===== src/rtl/baud_pkg.sv =====
// constants, register map and types for the baud and bit timing block
package baud_pkg;
  localparam int unsigned divisor_width = 8;
  localparam logic [7:0] divisor_reset = 8'h00;
  // register byte offsets
  localparam logic [7:0] off_control_one = 8'h00;
  localparam logic [7:0] off_control_two = 8'h04;
  localparam logic [7:0] off_divisor = 8'h08;
  localparam logic [7:0] off_tx_data = 8'h0C;
  localparam logic [7:0] off_status = 8'h10;
  localparam logic [7:0] off_rx_data = 8'h14;
  // serial_control_one fields
  localparam int unsigned ctl1_tx_enable = 0;
  localparam int unsigned ctl1_rx_enable = 1;
  localparam int unsigned ctl1_parity_enable = 2;
  localparam int unsigned ctl1_parity_odd = 3;
  localparam int unsigned ctl1_stop_length = 4;
  localparam int unsigned ctl1_src_lo = 5;
  localparam int unsigned ctl1_src_hi = 6;
  // serial_control_two fields
  localparam int unsigned ctl2_tick_lo = 0;
  localparam int unsigned ctl2_tick_hi = 2;
  // status fields
  localparam int unsigned stat_tx_busy = 0;
  localparam int unsigned stat_rx_busy = 1;
  localparam int unsigned stat_rx_full = 2;
  // tick-count select encodings
  localparam logic [2:0] sel_16 = 3'h0;
  localparam logic [2:0] sel_16_17 = 3'h1;
  localparam logic [2:0] sel_15 = 3'h2;
  localparam logic [2:0] sel_15_16 = 3'h3;
  localparam logic [2:0] sel_17 = 3'h4;
  // last tick index of a bit (ticks minus one)
  localparam logic [4:0] last_15 = 5'h0E;
  localparam logic [4:0] last_16 = 5'h0F;
  localparam logic [4:0] last_17 = 5'h10;
  localparam logic [4:0] mid_tick = 5'h07;
  localparam int unsigned data_bits = 8;
  localparam logic [3:0] last_data_idx = 4'h7;
  typedef enum logic [4:0] {
    st_idle = 5'b00001,
    st_start = 5'b00010,
    st_data = 5'b00100,
    st_parity = 5'b01000,
    st_stop = 5'b10000
  } frame_state_t;
endpackage


===== src/rtl/bit_timing_if.sv =====
// timing settings shared between the top and the bit timer
`timescale 1ns/10ps
interface bit_timing_if;
  logic [7:0] divisor;
  logic [2:0] tick_select;
  logic src_tick;
  modport cfg(output divisor, output tick_select, output src_tick);
  modport timer(input divisor, input tick_select, input src_tick);
endinterface


===== src/rtl/uart_baud_bit_timing.sv =====
// serial port with programmable divisor and 15 to 17 ticks per bit, AHB-Lite registers
//
// The implementer's own choices: the AHB-Lite register port and the address map.
`timescale 1ns/10ps
module uart_baud_bit_timing #(
  parameter int unsigned divisor_bits = baud_pkg::divisor_width
) (
  input wire clk,
  input wire reset,
  input wire logic hsel,
  input wire logic [31:0] haddr,
  input wire logic [1:0] htrans,
  input wire logic hwrite,
  input wire logic [2:0] hsize,
  input wire logic [31:0] hwdata,
  input wire logic hready,
  output logic [31:0] hrdata,
  output logic hreadyout,
  output logic hresp,
  input wire logic [2:0] src_ticks,
  output logic txd,
  input wire logic rxd
);
  import baud_pkg::*;

  logic [7:0] ctl1_reg, ctl1_next;
  logic [2:0] ctl2_reg, ctl2_next;
  logic [7:0] divisor_reg, divisor_next;
  logic [7:0] rx_data_reg, rx_data_next;
  logic rx_full_reg, rx_full_next;
  logic [31:0] rdata_reg, rdata_next;
  logic wr_pend_reg, wr_pend_next;
  logic [7:0] wr_addr_reg, wr_addr_next;
  logic rd_pend_reg, rd_pend_next;
  logic [7:0] rd_addr_reg, rd_addr_next;
  logic tx_go, rx_take;

  frame_state_t tx_st_reg, tx_st_next, rx_st_reg, rx_st_next;
  logic [7:0] tx_sh_reg, tx_sh_next, rx_sh_reg, rx_sh_next;
  logic [3:0] tx_cnt_reg, tx_cnt_next, rx_cnt_reg, rx_cnt_next;
  logic tx_stop2_reg, tx_stop2_next, rx_stop2_reg, rx_stop2_next;
  logic tx_par_reg, tx_par_next;
  logic txd_reg, txd_next;
  logic rxd_prev_reg;
  logic tx_restart, rx_restart;
  logic tx_tick, tx_sample, tx_bit_end, rx_tick, rx_sample, rx_bit_end;
  logic src_sel;

  // source select picks one of four source strobes; index 0 is the system clock
  always_comb begin
    unique case (ctl1_reg[ctl1_src_hi:ctl1_src_lo])
      2'h0: src_sel = 1'b1;
      2'h1: src_sel = src_ticks[0];
      2'h2: src_sel = src_ticks[1];
      default: src_sel = src_ticks[2];
    endcase
  end

  // one settings bundle feeds both timers so both paths share a bit width
  bit_timing_if tim_if ();
  assign tim_if.divisor = divisor_reg;
  assign tim_if.tick_select = ctl2_reg;
  assign tim_if.src_tick = src_sel;

  bit_timer tx_timer (
    .clk(clk), .reset(reset), .cfg(tim_if), .restart(tx_restart),
    .tick(tx_tick), .sample(tx_sample), .bit_end(tx_bit_end)
  );
  bit_timer rx_timer (
    .clk(clk), .reset(reset), .cfg(tim_if), .restart(rx_restart),
    .tick(rx_tick), .sample(rx_sample), .bit_end(rx_bit_end)
  );

  // ahb-lite slave: zero wait states, writes land in the data phase
  assign hreadyout = 1'b1;
  assign hresp = 1'b0;
  assign hrdata = rdata_reg;
  assign tx_go = wr_pend_reg && wr_addr_reg == off_tx_data && tx_st_reg == st_idle
    && ctl1_reg[ctl1_tx_enable];
  assign rx_take = rd_pend_reg && rd_addr_reg == off_rx_data;

  always_comb begin
    ctl1_next = ctl1_reg;
    ctl2_next = ctl2_reg;
    divisor_next = divisor_reg;
    wr_pend_next = 1'b0;
    wr_addr_next = wr_addr_reg;
    rd_pend_next = 1'b0;
    rd_addr_next = rd_addr_reg;
    rdata_next = rdata_reg;
    if (hready && hsel && htrans[1]) begin
      wr_pend_next = hwrite;
      rd_pend_next = !hwrite;
      wr_addr_next = haddr[7:0];
      rd_addr_next = haddr[7:0];
      // read data is prepared for the following data phase
      unique case (haddr[7:0])
        off_control_one: rdata_next = {24'h000000, ctl1_reg};
        off_control_two: rdata_next = {29'h00000000, ctl2_reg};
        off_divisor: rdata_next = {24'h000000, divisor_reg};
        off_status: rdata_next = {29'h00000000, rx_full_reg, rx_st_reg != st_idle,
          tx_st_reg != st_idle};
        off_rx_data: rdata_next = {24'h000000, rx_data_reg};
        default: rdata_next = 32'h00000000;
      endcase
    end
    if (wr_pend_reg) begin
      unique case (wr_addr_reg)
        off_control_one: ctl1_next = {1'b0, hwdata[6:0]};
        off_control_two: ctl2_next = hwdata[2:0];
        off_divisor: divisor_next = hwdata[7:0];
        default: ;
      endcase
    end
  end

  always_ff @(posedge clk or posedge reset) begin
    if (reset) begin
      ctl1_reg <= 8'h00;
      ctl2_reg <= sel_16;
      divisor_reg <= divisor_reset;
      wr_pend_reg <= 1'b0;
      wr_addr_reg <= 8'h00;
      rd_pend_reg <= 1'b0;
      rd_addr_reg <= 8'h00;
      rdata_reg <= 32'h00000000;
    end else begin
      ctl1_reg <= ctl1_next;
      ctl2_reg <= ctl2_next;
      divisor_reg <= divisor_next;
      wr_pend_reg <= wr_pend_next;
      wr_addr_reg <= wr_addr_next;
      rd_pend_reg <= rd_pend_next;
      rd_addr_reg <= rd_addr_next;
      rdata_reg <= rdata_next;
    end
  end

  // transmit framer; a write while busy is dropped
  assign tx_restart = tx_go;
  always_comb begin
    tx_st_next = tx_st_reg;
    tx_sh_next = tx_sh_reg;
    tx_cnt_next = tx_cnt_reg;
    tx_stop2_next = tx_stop2_reg;
    tx_par_next = tx_par_reg;
    txd_next = txd_reg;
    unique case (tx_st_reg)
      st_idle: begin
        txd_next = 1'b1;
        if (tx_go) begin
          tx_sh_next = hwdata[7:0];
          tx_par_next = (^hwdata[7:0]) ^ ctl1_reg[ctl1_parity_odd];
          tx_stop2_next = ctl1_reg[ctl1_stop_length];
          txd_next = 1'b0;
          tx_st_next = st_start;
        end
      end
      st_start: if (tx_bit_end) begin
        txd_next = tx_sh_reg[0];
        tx_sh_next = {1'b0, tx_sh_reg[7:1]};
        tx_cnt_next = 4'h0;
        tx_st_next = st_data;
      end
      st_data: if (tx_bit_end) begin
        if (tx_cnt_reg == last_data_idx) begin
          // parity bit only when enabled, else straight to stop
          if (ctl1_reg[ctl1_parity_enable]) begin
            txd_next = tx_par_reg;
            tx_st_next = st_parity;
          end else begin
            txd_next = 1'b1;
            tx_st_next = st_stop;
          end
        end else begin
          txd_next = tx_sh_reg[0];
          tx_sh_next = {1'b0, tx_sh_reg[7:1]};
          tx_cnt_next = tx_cnt_reg + 4'h1;
        end
      end
      st_parity: if (tx_bit_end) begin
        txd_next = 1'b1;
        tx_st_next = st_stop;
      end
      st_stop: if (tx_bit_end) begin
        if (tx_stop2_reg) begin
          tx_stop2_next = 1'b0;
        end else begin
          tx_st_next = st_idle;
        end
      end
      default: tx_st_next = st_idle;
    endcase
  end

  always_ff @(posedge clk or posedge reset) begin
    if (reset) begin
      tx_st_reg <= st_idle;
      tx_sh_reg <= 8'h00;
      tx_cnt_reg <= 4'h0;
      tx_stop2_reg <= 1'b0;
      tx_par_reg <= 1'b0;
      txd_reg <= 1'b1;
    end else begin
      tx_st_reg <= tx_st_next;
      tx_sh_reg <= tx_sh_next;
      tx_cnt_reg <= tx_cnt_next;
      tx_stop2_reg <= tx_stop2_next;
      tx_par_reg <= tx_par_next;
      txd_reg <= txd_next;
    end
  end
  assign txd = txd_reg;

  // receive framer, single sample at mid-bit; no majority vote or error flags
  assign rx_restart = rx_st_reg == st_idle && ctl1_reg[ctl1_rx_enable]
    && rxd_prev_reg && !rxd;
  always_comb begin
    rx_st_next = rx_st_reg;
    rx_sh_next = rx_sh_reg;
    rx_cnt_next = rx_cnt_reg;
    rx_stop2_next = rx_stop2_reg;
    rx_data_next = rx_data_reg;
    rx_full_next = rx_full_reg;
    if (rx_take) begin
      rx_full_next = 1'b0;
    end
    unique case (rx_st_reg)
      st_idle: if (rx_restart) begin
        rx_stop2_next = ctl1_reg[ctl1_stop_length];
        rx_cnt_next = 4'h0;
        rx_st_next = st_start;
      end
      st_start: begin
        // a high start sample is noise; drop back to idle
        if (rx_sample && rxd) begin
          rx_st_next = st_idle;
        end else if (rx_bit_end) begin
          rx_st_next = st_data;
        end
      end
      st_data: begin
        if (rx_sample) begin
          rx_sh_next = {rxd, rx_sh_reg[7:1]};
        end
        if (rx_bit_end) begin
          if (rx_cnt_reg == last_data_idx) begin
            rx_st_next = ctl1_reg[ctl1_parity_enable] ? st_parity : st_stop;
          end else begin
            rx_cnt_next = rx_cnt_reg + 4'h1;
          end
        end
      end
      st_parity: if (rx_bit_end) begin
        rx_st_next = st_stop;
      end
      st_stop: if (rx_bit_end) begin
        if (rx_stop2_reg) begin
          rx_stop2_next = 1'b0;
        end else begin
          // new byte wins over a same-cycle read of the old one
          rx_data_next = rx_sh_reg;
          rx_full_next = 1'b1;
          rx_st_next = st_idle;
        end
      end
      default: rx_st_next = st_idle;
    endcase
  end

  always_ff @(posedge clk or posedge reset) begin
    if (reset) begin
      rx_st_reg <= st_idle;
      rx_sh_reg <= 8'h00;
      rx_cnt_reg <= 4'h0;
      rx_stop2_reg <= 1'b0;
      rx_data_reg <= 8'h00;
      rx_full_reg <= 1'b0;
      rxd_prev_reg <= 1'b1;
    end else begin
      rx_st_reg <= rx_st_next;
      rx_sh_reg <= rx_sh_next;
      rx_cnt_reg <= rx_cnt_next;
      rx_stop2_reg <= rx_stop2_next;
      rx_data_reg <= rx_data_next;
      rx_full_reg <= rx_full_next;
      rxd_prev_reg <= rxd;
    end
  end

  a_start_low: assert property (@(posedge clk) disable iff (reset)
    tx_go |=> tx_st_reg == st_start && !txd) else $error("start bit not driven low");
  a_stop_high: assert property (@(posedge clk) disable iff (reset)
    tx_st_reg == st_stop |-> txd) else $error("stop bit not high");
  a_parity_skip: assert property (@(posedge clk) disable iff (reset)
    tx_st_reg == st_data && tx_bit_end && tx_cnt_reg == last_data_idx
    && !ctl1_reg[ctl1_parity_enable] |=> tx_st_reg == st_stop)
    else $error("parity sent while disabled");
  a_shared_timing: assert property (@(posedge clk) disable iff (reset)
    tim_if.divisor == divisor_reg && tim_if.tick_select == ctl2_reg)
    else $error("paths not sharing timing settings");
  a_rx_load: assert property (@(posedge clk) disable iff (reset)
    rx_st_reg == st_stop && rx_bit_end && !rx_stop2_reg |=> rx_full_reg)
    else $error("received byte not flagged");
endmodule


===== src/rtl/bit_timer.sv =====
// sub-bit tick divider and per-bit tick counter for one serial path
`timescale 1ns/10ps
module bit_timer (
  input wire clk,
  input wire reset,
  bit_timing_if.timer cfg,
  input wire logic restart,
  output logic tick,
  output logic sample,
  output logic bit_end
);
  import baud_pkg::*;
  logic [7:0] div_reg, div_next;
  logic [4:0] idx_reg, idx_next;
  logic phase_reg, phase_next;

  // ticks of the current bit; phase 0 takes the smaller count
  function automatic logic [4:0] bit_last(input logic [2:0] sel, input logic ph);
    unique case (sel)
      sel_16: bit_last = last_16;
      sel_16_17: bit_last = ph ? last_17 : last_16;
      sel_15: bit_last = last_15;
      sel_15_16: bit_last = ph ? last_16 : last_15;
      sel_17: bit_last = last_17;
      default: bit_last = last_16;
    endcase
  endfunction

  assign tick = cfg.src_tick && (div_reg == cfg.divisor);
  assign sample = tick && (idx_reg == mid_tick);
  assign bit_end = tick && (idx_reg == 5'h00);

  // divider, down counter and alternation phase
  always_comb begin
    div_next = div_reg;
    idx_next = idx_reg;
    phase_next = phase_reg;
    if (restart) begin
      // frame start resets the phase so the start bit gets the short count
      div_next = 8'h00;
      phase_next = 1'b0;
      idx_next = bit_last(cfg.tick_select, 1'b0);
    end else if (cfg.src_tick) begin
      if (div_reg == cfg.divisor) begin
        div_next = 8'h00;
        if (idx_reg == 5'h00) begin
          phase_next = ~phase_reg;
          idx_next = bit_last(cfg.tick_select, ~phase_reg);
        end else begin
          idx_next = idx_reg - 5'h01;
        end
      end else begin
        div_next = div_reg + 8'h01;
      end
    end
  end

  always_ff @(posedge clk or posedge reset) begin
    if (reset) begin
      div_reg <= 8'h00;
      idx_reg <= 5'h0F;
      phase_reg <= 1'b0;
    end else begin
      div_reg <= div_next;
      idx_reg <= idx_next;
      phase_reg <= phase_next;
    end
  end

  a_tick_spacing: assert property (@(posedge clk) disable iff (reset)
    tick && !restart && cfg.divisor == 8'h01 && cfg.src_tick
    ##1 cfg.src_tick && cfg.divisor == 8'h01
    |-> !tick) else $error("tick repeated before divisor elapsed");
  a_index_down: assert property (@(posedge clk) disable iff (reset)
    tick && !restart && idx_reg != 5'h00 |=> idx_reg == $past(idx_reg) - 5'h01)
    else $error("tick index not counting down");
  a_restart_phase: assert property (@(posedge clk) disable iff (reset)
    restart |=> phase_reg == 1'b0 && div_reg == 8'h00)
    else $error("frame start did not reset timing");
  a_alt_swap: assert property (@(posedge clk) disable iff (reset)
    bit_end && !restart |=> phase_reg != $past(phase_reg))
    else $error("alternation phase not swapped");
  a_index_range: assert property (@(posedge clk) disable iff (reset)
    idx_reg <= last_17) else $error("tick index above 16");
  a_select_16: assert property (@(posedge clk) disable iff (reset)
    bit_end && !restart && cfg.tick_select == sel_16 |=> idx_reg == last_16)
    else $error("select 000 did not load 16 ticks");
endmodule


===== config.mk =====
export PLATFORM = sky130hd
export DESIGN_NAME = uart_baud_bit_timing
export DESIGN_NICKNAME = d
export VERILOG_FILES = /design/src/rtl/baud_pkg.sv /design/src/rtl/bit_timing_if.sv /design/src/rtl/uart_baud_bit_timing.sv /design/src/rtl/bit_timer.sv
export SDC_FILE = /design/constraint.sdc
export NUM_CORES = 1
export LEC_CHECK = 0
export ABC_AREA = 1
export BUFFER_PORTS_ARGS = -buffer_cell sky130_fd_sc_hd__clkbuf_2
export CORE_ASPECT_RATIO = 1.75
export CORE_MARGIN = 1
export CORE_UTILIZATION = 40
export DETAILED_ROUTE_END_ITERATION = 10
export HOLD_SLACK_MARGIN = 0.02
export PLACE_DENSITY = 0.64
export SETUP_SLACK_MARGIN = 0.4
export SYNTH_ARGS = -nofsm -noshare
export SYNTH_HDL_FRONTEND = slang
export SYNTH_SLANG_ARGS = --single-unit
export TNS_END_PERCENT = 50

===== constraint.sdc =====
create_clock -name clk -period 4.6 [get_ports clk]
set_input_delay 0.46 -clock clk [delete_from_list [all_inputs] [get_ports clk]]
set_output_delay 0.46 -clock clk [all_outputs]
set_load 0.005 [all_outputs]

# Word-level counts from Yosys, hierarchy flattened
# Cells that the tools add are included.
# op_classes
n_eq_ne,47
bitwise,4
reduce_logical,54
add_sub_neg,6
mux,81
# ops
operator,n
$mux 5,26
$mux 8,10
$pmux 5 s5,2
$pmux 5 s4,2
$pmux 8 s5,1
$ne 2x2->1 const B,15
$mux 1,26
$eq 8x4->1 const B,3
$eq 8x5->1 const B,3
$mux 4,6
$pmux 8 s3,1
$reduce_bool 2->1,10
$add 8x1->8 const B,2
$eq 8x3->1 const B,2
$eq 8x8->1,2
$logic_not 8->1,2
$pmux 4 s2,2
$eq 5x3->1 const B,3
$logic_and 1x1->1,15
$reduce_and 3->1,5
$reduce_and 2->1,7
$reduce_and 7->1,2
$reduce_and 4->1,3
$eq 5x1->1 const B,2
27 further kinds,40
# word_totals
elab_cells,218
out_inout_bits,35
ff_bits,136
inputBits,78

# Depth between registers and ports, before layout
# Gate-level depths: netlist (run 1).
# depth
word_depth,7
mapped_depth,14
depth_no_buf,13

# Hierarchy
# From an unflattened synthesis (run 1), not the netlist that was laid out.
# unflattened
cells_unflattened,911
hier_area_um2,6806.5
# by_module_without_submodules
mod,seq_area_each_um2,area_each_um2,instances,cells_per_inst
uart_baud_bit_timing,2107.0,4634.4,1,579
bit_timer,355.3,1086.0,2,166

# Worst setup path before layout (run 1)
# No wires, ideal clock.
# synth_timing
kind,register to register
from,register tx_timer.idx_reg[0]
to,register tx_sh_reg[1]
setup_ns,0.123
period_less_slack_ns,1.857
path_buffers,1
t_required_ns,4.477
slack_ns,2.743
path_stages_with_launch,15
arrival_ns,1.734
cell_sequence,dfstp_2 -> inv_1 -> ha_1 -> inv_1 -> nor2_2 -> nand2_1 -> nor2_2 -> inv_1 -> nor2_4 -> nand2_4 -> nand2_2 -> nand4_4 -> buf_6 -> nand2_1 -> o21ai_2
# synth_via
elab_chain_cells,4
elab_cells_between_ends,5
cone_classes,2 x eq/ne; 3 x reduce/logical
# synth_rtl
element,line_no,text
from (decl),bit_timer.sv:14,"logic [4:0] idx_reg, idx_next;"
from (signal assigned),bit_timer.sv:65,idx_reg <= idx_next;
$logic_not 5->1 *,bit_timer.sv:31,assign bit_end = tick && (idx_reg == 5'h00);
$logic_and 1x1->1 *,bit_timer.sv:31,
$ne 2x2->1 (no line),-,
$reduce_and 5->1 (no line) *,-,
to (signal assigned),uart_baud_bit_timing.sv:206,tx_sh_reg <= tx_sh_next;
to (decl),uart_baud_bit_timing.sv:39,"logic [7:0] tx_sh_reg, tx_sh_next, rx_sh_reg, rx_sh_next;"
# Every way passes the cells marked *; elsewhere a longest branch is shown, timed or not.
# A chain may end at the register's enable or synchronous reset.

# Final worst setup path (run 1)
# layout_timing
from,register tx_timer.idx_reg[0]
to,register tx_sh_reg[3]
# Same word-level chain as after synthesis.

==> impl_metrics.ini, run 1 <==
[run_status]
status = finished, final reports clean

[critical_path]
worstSetupEndpointType = flip-flop
worst_setup_path_startpoint = tx_timer.idx_reg[0]
end_of_the_critical_path = tx_sh_reg[3]
worst_r2r_path_depth = 13
r2r_end = tx_sh_reg[3]
criticalPathCategory = flip-flop to flip-flop
worst_ep_arrival_time_ps = 2390
crit_path_start_kind = flip-flop
crit-reg2reg-launch = tx_timer.idx_reg[0]
cp_data_required_time_ps = 4850
critical_path_fanout_max = 16
setup.reg_to_reg.worst_slack_ps = 2460

[synthesis]
synthesis.instances = 813
synth_enable_flop_cells = 0
seq_area_frac_synth_pct = 44.3
synthesis.area_mm2 = 0.00635
syn_avg_cell_area_um2 = 7.81
yosys_warnings = 0
dominantRegCellSynth = dfrtp_1
async_flop_share_pct = 100
ys_seq_elements = 112
synth_cell_types = 44

[power_and_ir_drop]
p_clk_share_pct = 25.2
comb_power_share_pct = 29.4
power.total_mw = 3.09
p_seq_share_pct = 45.4
power_per_cell_area_mw_per_mm2 = 448
irDropWorstVdd_mv = 0.243
sw_frac_of_total_pct = 38.3
switching_power_mw = 1.18
power.internal_mw = 1.91
power_leakage_nw = 3.52

[die]
floorplan.io_pins = 113
core_area_mm2 = 0.0155
initial_utilization_pct = 41.1
die_h_um = 169
design.die.area_mm2 = 0.0164
num_rows = 60
die_outline_width_um = 97.3

[sta]
hold_viol = 0
totalNegativeSetupSlack_ps = 0
slew_violations = 0
time_the_final_worst_path_needs_with_i_o_delays_and_setup_ps = 2140
max_slew_margin_pct = 31.3
timing.final.setup_violations = 0
timing_worst_slew_pin_value_ps = 1030
rsz0062_at_grt = false
max_clock_freq_mhz = 467
final_min_period_over_clock_period_pct = 46.5
worst_hold_margin_ps = 237
final.setup_skew_ps = 9.90

[clock_tree]
tritoncts_clock_tree = yes
cts_post_setup_buffers_inserted = 0
clock-sinks = 112
clkSlewWorstSetupHoldPaths_ps = 80
cts-buffers-inserted = 9
ctsRootBufferMaster = clkbuf_16
worst_skew_pair.late_latency_ps = 350
htreeDepth = 3
cts.repair.resized = 0
post_cts_hold_buffer_count = 0
clock_path_buffers = 2

[final_layout]
fin_util_pct = 44.6
area_used_by_multi_input_combinational_logic_mm2 = 0.00294
antenna_diode_count = 0
total_nets_final = 933
final_common_cell = nand2_1
post_route_cells_drive_above_1_share_pct = 14.6
total_of_fill_cells_in_the_finished_design = 1574
postLayoutCellArea_mm2 = 0.00690
register_area_mm2 = 0.00282
layout.cells.most_common_list = 202 x nand2_1, 103 x inv_1, 100 x dfrtp_1
layout-area-overhead-vs-synth_pct = 8.57

[flow_run]
timing.max_cap.violations = 0

[global_route]
gr-usage-all-layers_pct = 18.7
grt_pass1_wl_um = 24600
grt_antenna_before_repair = 0
grt_max_degree = 76
congestion_overflow_gr = 0
grt_pass1_vias = 4981

[drt]
detail_route.drc_violations = 0
avgRoutedWirePerCell_um = 14.3
avgViaCountPerCell = 5.09
detailedRoute.firstIterationViolations = 304
route.antenna.remaining_nets = 0
detailed_route_via_count = 5285
detailedRoute.firstPassIterationCount = 5
final_routed_wirelength_um = 14800

[placement]
io_buffers = 34
globalplace.congestion = 0.885
post-dp-hpwl_um = 11300
detailed_place.area_mm2 = 0.00661

[min_path]
holdCritPathClass = input port to flip-flop
## critical path, cell delays in order, from the launching register on
cell and delay (ps):
dfstp_2 370, inv_1 90, ha_1 170, inv_1 50, nor2_2 80, nand2_1 90, nor2_2 170, inv_1 120
nor2_4 200, nand2_4 120, nand2_2 90, nand4_4 240, nand2_1 170, o21ai_2 60
## power groups by stage
stage	Combinational, mW	Clock [mW]	Sequential [mW]
final	0.909	0.778	1.40
after global placement	0.895	0	1.41
after CTS	0.916	0.791	1.40
after detailed placement	0.913	0	1.41
after floorplan	0.742	0	1.34
after global routing	1.05	0.826	1.42
## area by class of cell
cell class              instances  area share, %
clock buffers                  11           3.52
clock inverters                 5          0.671
inverters                     116           6.35
multi-input cells             573           42.7
flip-flops and latches        112           40.8
well taps                     186           3.37
repair buffers                 35           2.58
## cells in the mapped netlist, types with 5 or more instances
| cell | n | share of area [%] |
|---|---|---|
| nand2_1 | 202 | 12 |
| a21oi_1 | 36 | 2.8 |
| ha_1 | 8 | 1.6 |
| nor3_1 | 14 | 1.1 |
| o21ai_2 | 18 | 2.5 |
| nand3_1 | 34 | 2.7 |
| dfstp_2 | 12 | 5.0 |
| o21ai_0 | 72 | 5.7 |
| o22ai_1 | 6 | 0.59 |
| nor2_1 | 53 | 3.1 |
| inv_2 | 12 | 0.71 |
| clkbuf_1 | 8 | 0.47 |
| xnor2_1 | 7 | 0.96 |
| o21ai_1 | 20 | 1.6 |
| nor2_2 | 5 | 0.49 |
| inv_1 | 104 | 6.1 |
| xor2_1 | 10 | 1.4 |
| buf_4 | 26 | 3.1 |
| nand4_1 | 22 | 2.2 |
| dfrtp_1 | 100 | 39 |
## stage by stage
step	std cells	setup WS (ps)
CTS	1038	2450
detailed placement	1022	2450
global route	1038	2290
finish	1038	2460
floorplan	837	1200
global placement	1022	2470
## worst min path at each step
stage,from,endpoint,cells past startpoint
2_1_floorplan,rx_full_reg,rx_full_reg,2
3_3_place_gp,tx_sh_reg[3],tx_sh_reg[3],2
3_5_place_dp,txd,txd,2
4_1_cts,rxd,rxd_prev_reg,1
5_1_grt,rxd,rxd_prev_reg,1
6_report,rxd,rxd_prev_reg,1
## layer usage
layer	routed length, um	track usage, %	vias up	share of wire (%)
met5	0	0	-	0
met4	640	10.1	0	4.3
met3	403	2.15	37	2.7
met2	7940	34.8	130	54
met1	5840	20.5	2453	39
li1	-	-	2665	-
## logic make-up after synthesis
group,count (synthesis),share of synthesized area (%)
AND/OR/NAND/NOR,360,26.4
adder cells (fa/ha/maj),8,1.58
flip-flops,112,44.3
other,2,0.118
AO/OA/AOI/OAI,162,14.4
buffers and inverters,152,10.8
XOR/XNOR,17,2.34
No activity file was read; power rests on OpenSTA's default activity.
==> run 2: changes to the inputs <==
clock period = 2.1 ns   (was 4.6 ns; I/O delays follow)
==> impl_metrics.ini, run 2 (same netlist as run 1, synthesis figures left out) <==
[global_route]
gr-usage-all-layers_pct = 19.5
grt_pass1_vias = 5185
grt_max_degree = 113
grt_antenna_before_repair = 0
grt_pass1_wl_um = 25400
congestion_overflow_gr = 0

[flow_run]
timing.max_cap.violations = 0

[clock_tree]
worst_skew_pair.late_latency_ps = 360
ctsRootBufferMaster = clkbuf_16
cts-buffers-inserted = 9
clkSlewWorstSetupHoldPaths_ps = 80
tritoncts_clock_tree = yes
htreeDepth = 3
clock-sinks = 112
clock_path_buffers = 2

[final_layout]
post_route_cells_drive_above_1_share_pct = 29.0
layout.cells.most_common_list = 176 x nand2_1, 92 x dfrtp_1, 85 x inv_1
final_common_cell = nand2_1
layout-area-overhead-vs-synth_pct = 22.7
total_nets_final = 991
antenna_diode_count = 0
postLayoutCellArea_mm2 = 0.00780

[die]
design.die.area_mm2 = 0.0164
num_rows = 60
initial_utilization_pct = 41.1
core_area_mm2 = 0.0155
die_outline_width_um = 97.3
floorplan.io_pins = 113
die_h_um = 169

[sta]
worst_hold_margin_ps = -25.4
final_min_period_over_clock_period_pct = 86.3
time_the_final_worst_path_needs_with_i_o_delays_and_setup_ps = 1810
max_clock_freq_mhz = 552
final.setup_skew_ps = 13.2
rsz0062_at_grt = true
max_slew_margin_pct = 54.0
totalNegativeSetupSlack_ps = 0
timing_worst_slew_pin_value_ps = 684
slew_violations = 0
timing.final.setup_violations = 0
hold_viol = 7
timing.final.ws_setup_ps = 289

[placement]
globalplace.congestion = 0.877
detailed_place.area_mm2 = 0.00680
place_ws_ps = 122
post-dp-hpwl_um = 11400
io_buffers = 34

[drt]
avgRoutedWirePerCell_um = 14.6
route.antenna.remaining_nets = 0
detailedRoute.firstIterationViolations = 347
final_routed_wirelength_um = 16000
detailedRoute.firstPassIterationCount = 4
detailed_route_via_count = 5563
detail_route.drc_violations = 0
avgViaCountPerCell = 5.08

[critical_path]
worstPathCellList = inv_2, ha_4, inv_2, nor2_4, nand2_2, nor2_4, inv_2, nor2_4, nand2_4, nand2_4, nand4_4, buf_12, nand2_2, o21ai_2
cpLargestDelayFamily = simple AND/OR/NAND/NOR gates
criticalPathCategory = flip-flop to flip-flop
worst_setup_path_startpoint = tx_timer.idx_reg[0]
worst_path_max_stage_delay_ps = 380
crit_path_top_delay_cell = dfstp_2
critical_path.n_buffers_inverters = 4
crit_path_start_kind = flip-flop
crit-reg2reg-launch = tx_timer.idx_reg[0]
worst_ep_arrival_time_ps = 2050
worstSetupEndpointType = flip-flop
cp_data_required_time_ps = 2340
critical_path_fanout_max = 8

[power_and_ir_drop]
power_per_cell_area_mw_per_mm2 = 981
irDropWorstVdd_mv = 0.570
power_leakage_nw = 3.86

[min_path]
holdCritPathClass = input port to asynchronous set/reset pin

[run_status]
failing_checks = hold timing
status = finished with violations
## run 2: changes by cell type in the layout (fill, tap and decap cells not counted), moves of 8 or more
| cell | before | now |
|---|---|---|
| inv_1 | 103 | 85 |
| nand3_1 | 34 | 26 |
| dfrtp_2 | 0 | 8 |
| buf_4 | 1 | 48 |
| nand2_2 | 4 | 24 |
| nor2_1 | 53 | 45 |
| dfrtp_1 | 100 | 92 |
| inv_2 | 12 | 26 |
| nand2_1 | 202 | 176 |
## run 2: routing by layer
layer	vias up	track usage, %	share of wire [%]
met5	-	0	0
met1	2625	21.0	38
met2	117	36.7	55
met3	37	1.65	2.4
li1	2784	-	-
met4	0	11.8	5.4
## run 2: power breakdown
group          switching (mW)  total (mW)  internal (mW)  leakage [nW]
clock network           0.869        1.82          0.948         0.146
logic                    1.60        2.72           1.12          2.35
registers               0.490        3.11           2.62          1.36
## run 2: cell type report
cell class,count,area [um2]
Clock buffer,10,229
Clock inverter,6,75.1
Fill cell,1519,7670
Inverter,116,452
Multi-Input combinational cell,573,3300
Sequential cell,112,2830
Tap cell,186,233
Timing Repair Buffer,93,684
## run 2: worst paths after layout
path / to / slack, ps / cells after the start
worst max-delay path: tx_sh_reg[2] / 290 / 14
worst min-delay path: tx_sh_reg[7] / -30 / 3
worst max register to register: tx_sh_reg[2] / 290 / 14
worst min register to register: txd / 480 / 2
max in group asynchronous: rx_timer.div_reg[3] / 1550 / 3
min in group clk: rd_pend_reg / 20 / 2
## run 2: worst min-delay path, delay by kind of cell
| family | cells | cell delay [ps] |
|---|---|---|
| buffers and inverters | 3 | 580 |
## run 2: through the flow
| step | power (mW) | hold WS, ps | util (%) | std cells |
|---|---|---|---|---|
| 5_1_grt | 8.12 | 31.2 | 50.4 | 1096 |
| 4_1_cts | 7.09 | 22.1 | 47.5 | 1076 |
| 3_3_place_gp | 5.14 | 353 | 43.9 | 1045 |
| 3_5_place_dp | 5.18 | 350 | 43.9 | 1045 |
| 6_report | 7.65 | -25.4 | 50.4 | 1096 |
| 2_1_floorplan | 4.56 | 214 | - | 837 |
## run 2: what timing repair did
action / 4_1_cts / 5_1_grt
endpoints found under the hold margin: 1 / 0
endpoints found under the setup margin: 64 / 77
pin swaps: 14 / 31
resized for setup: 38 / 87
gates cloned: 0 / 1
buffers inserted: 14 / 19
hold buffers: 1 / 0
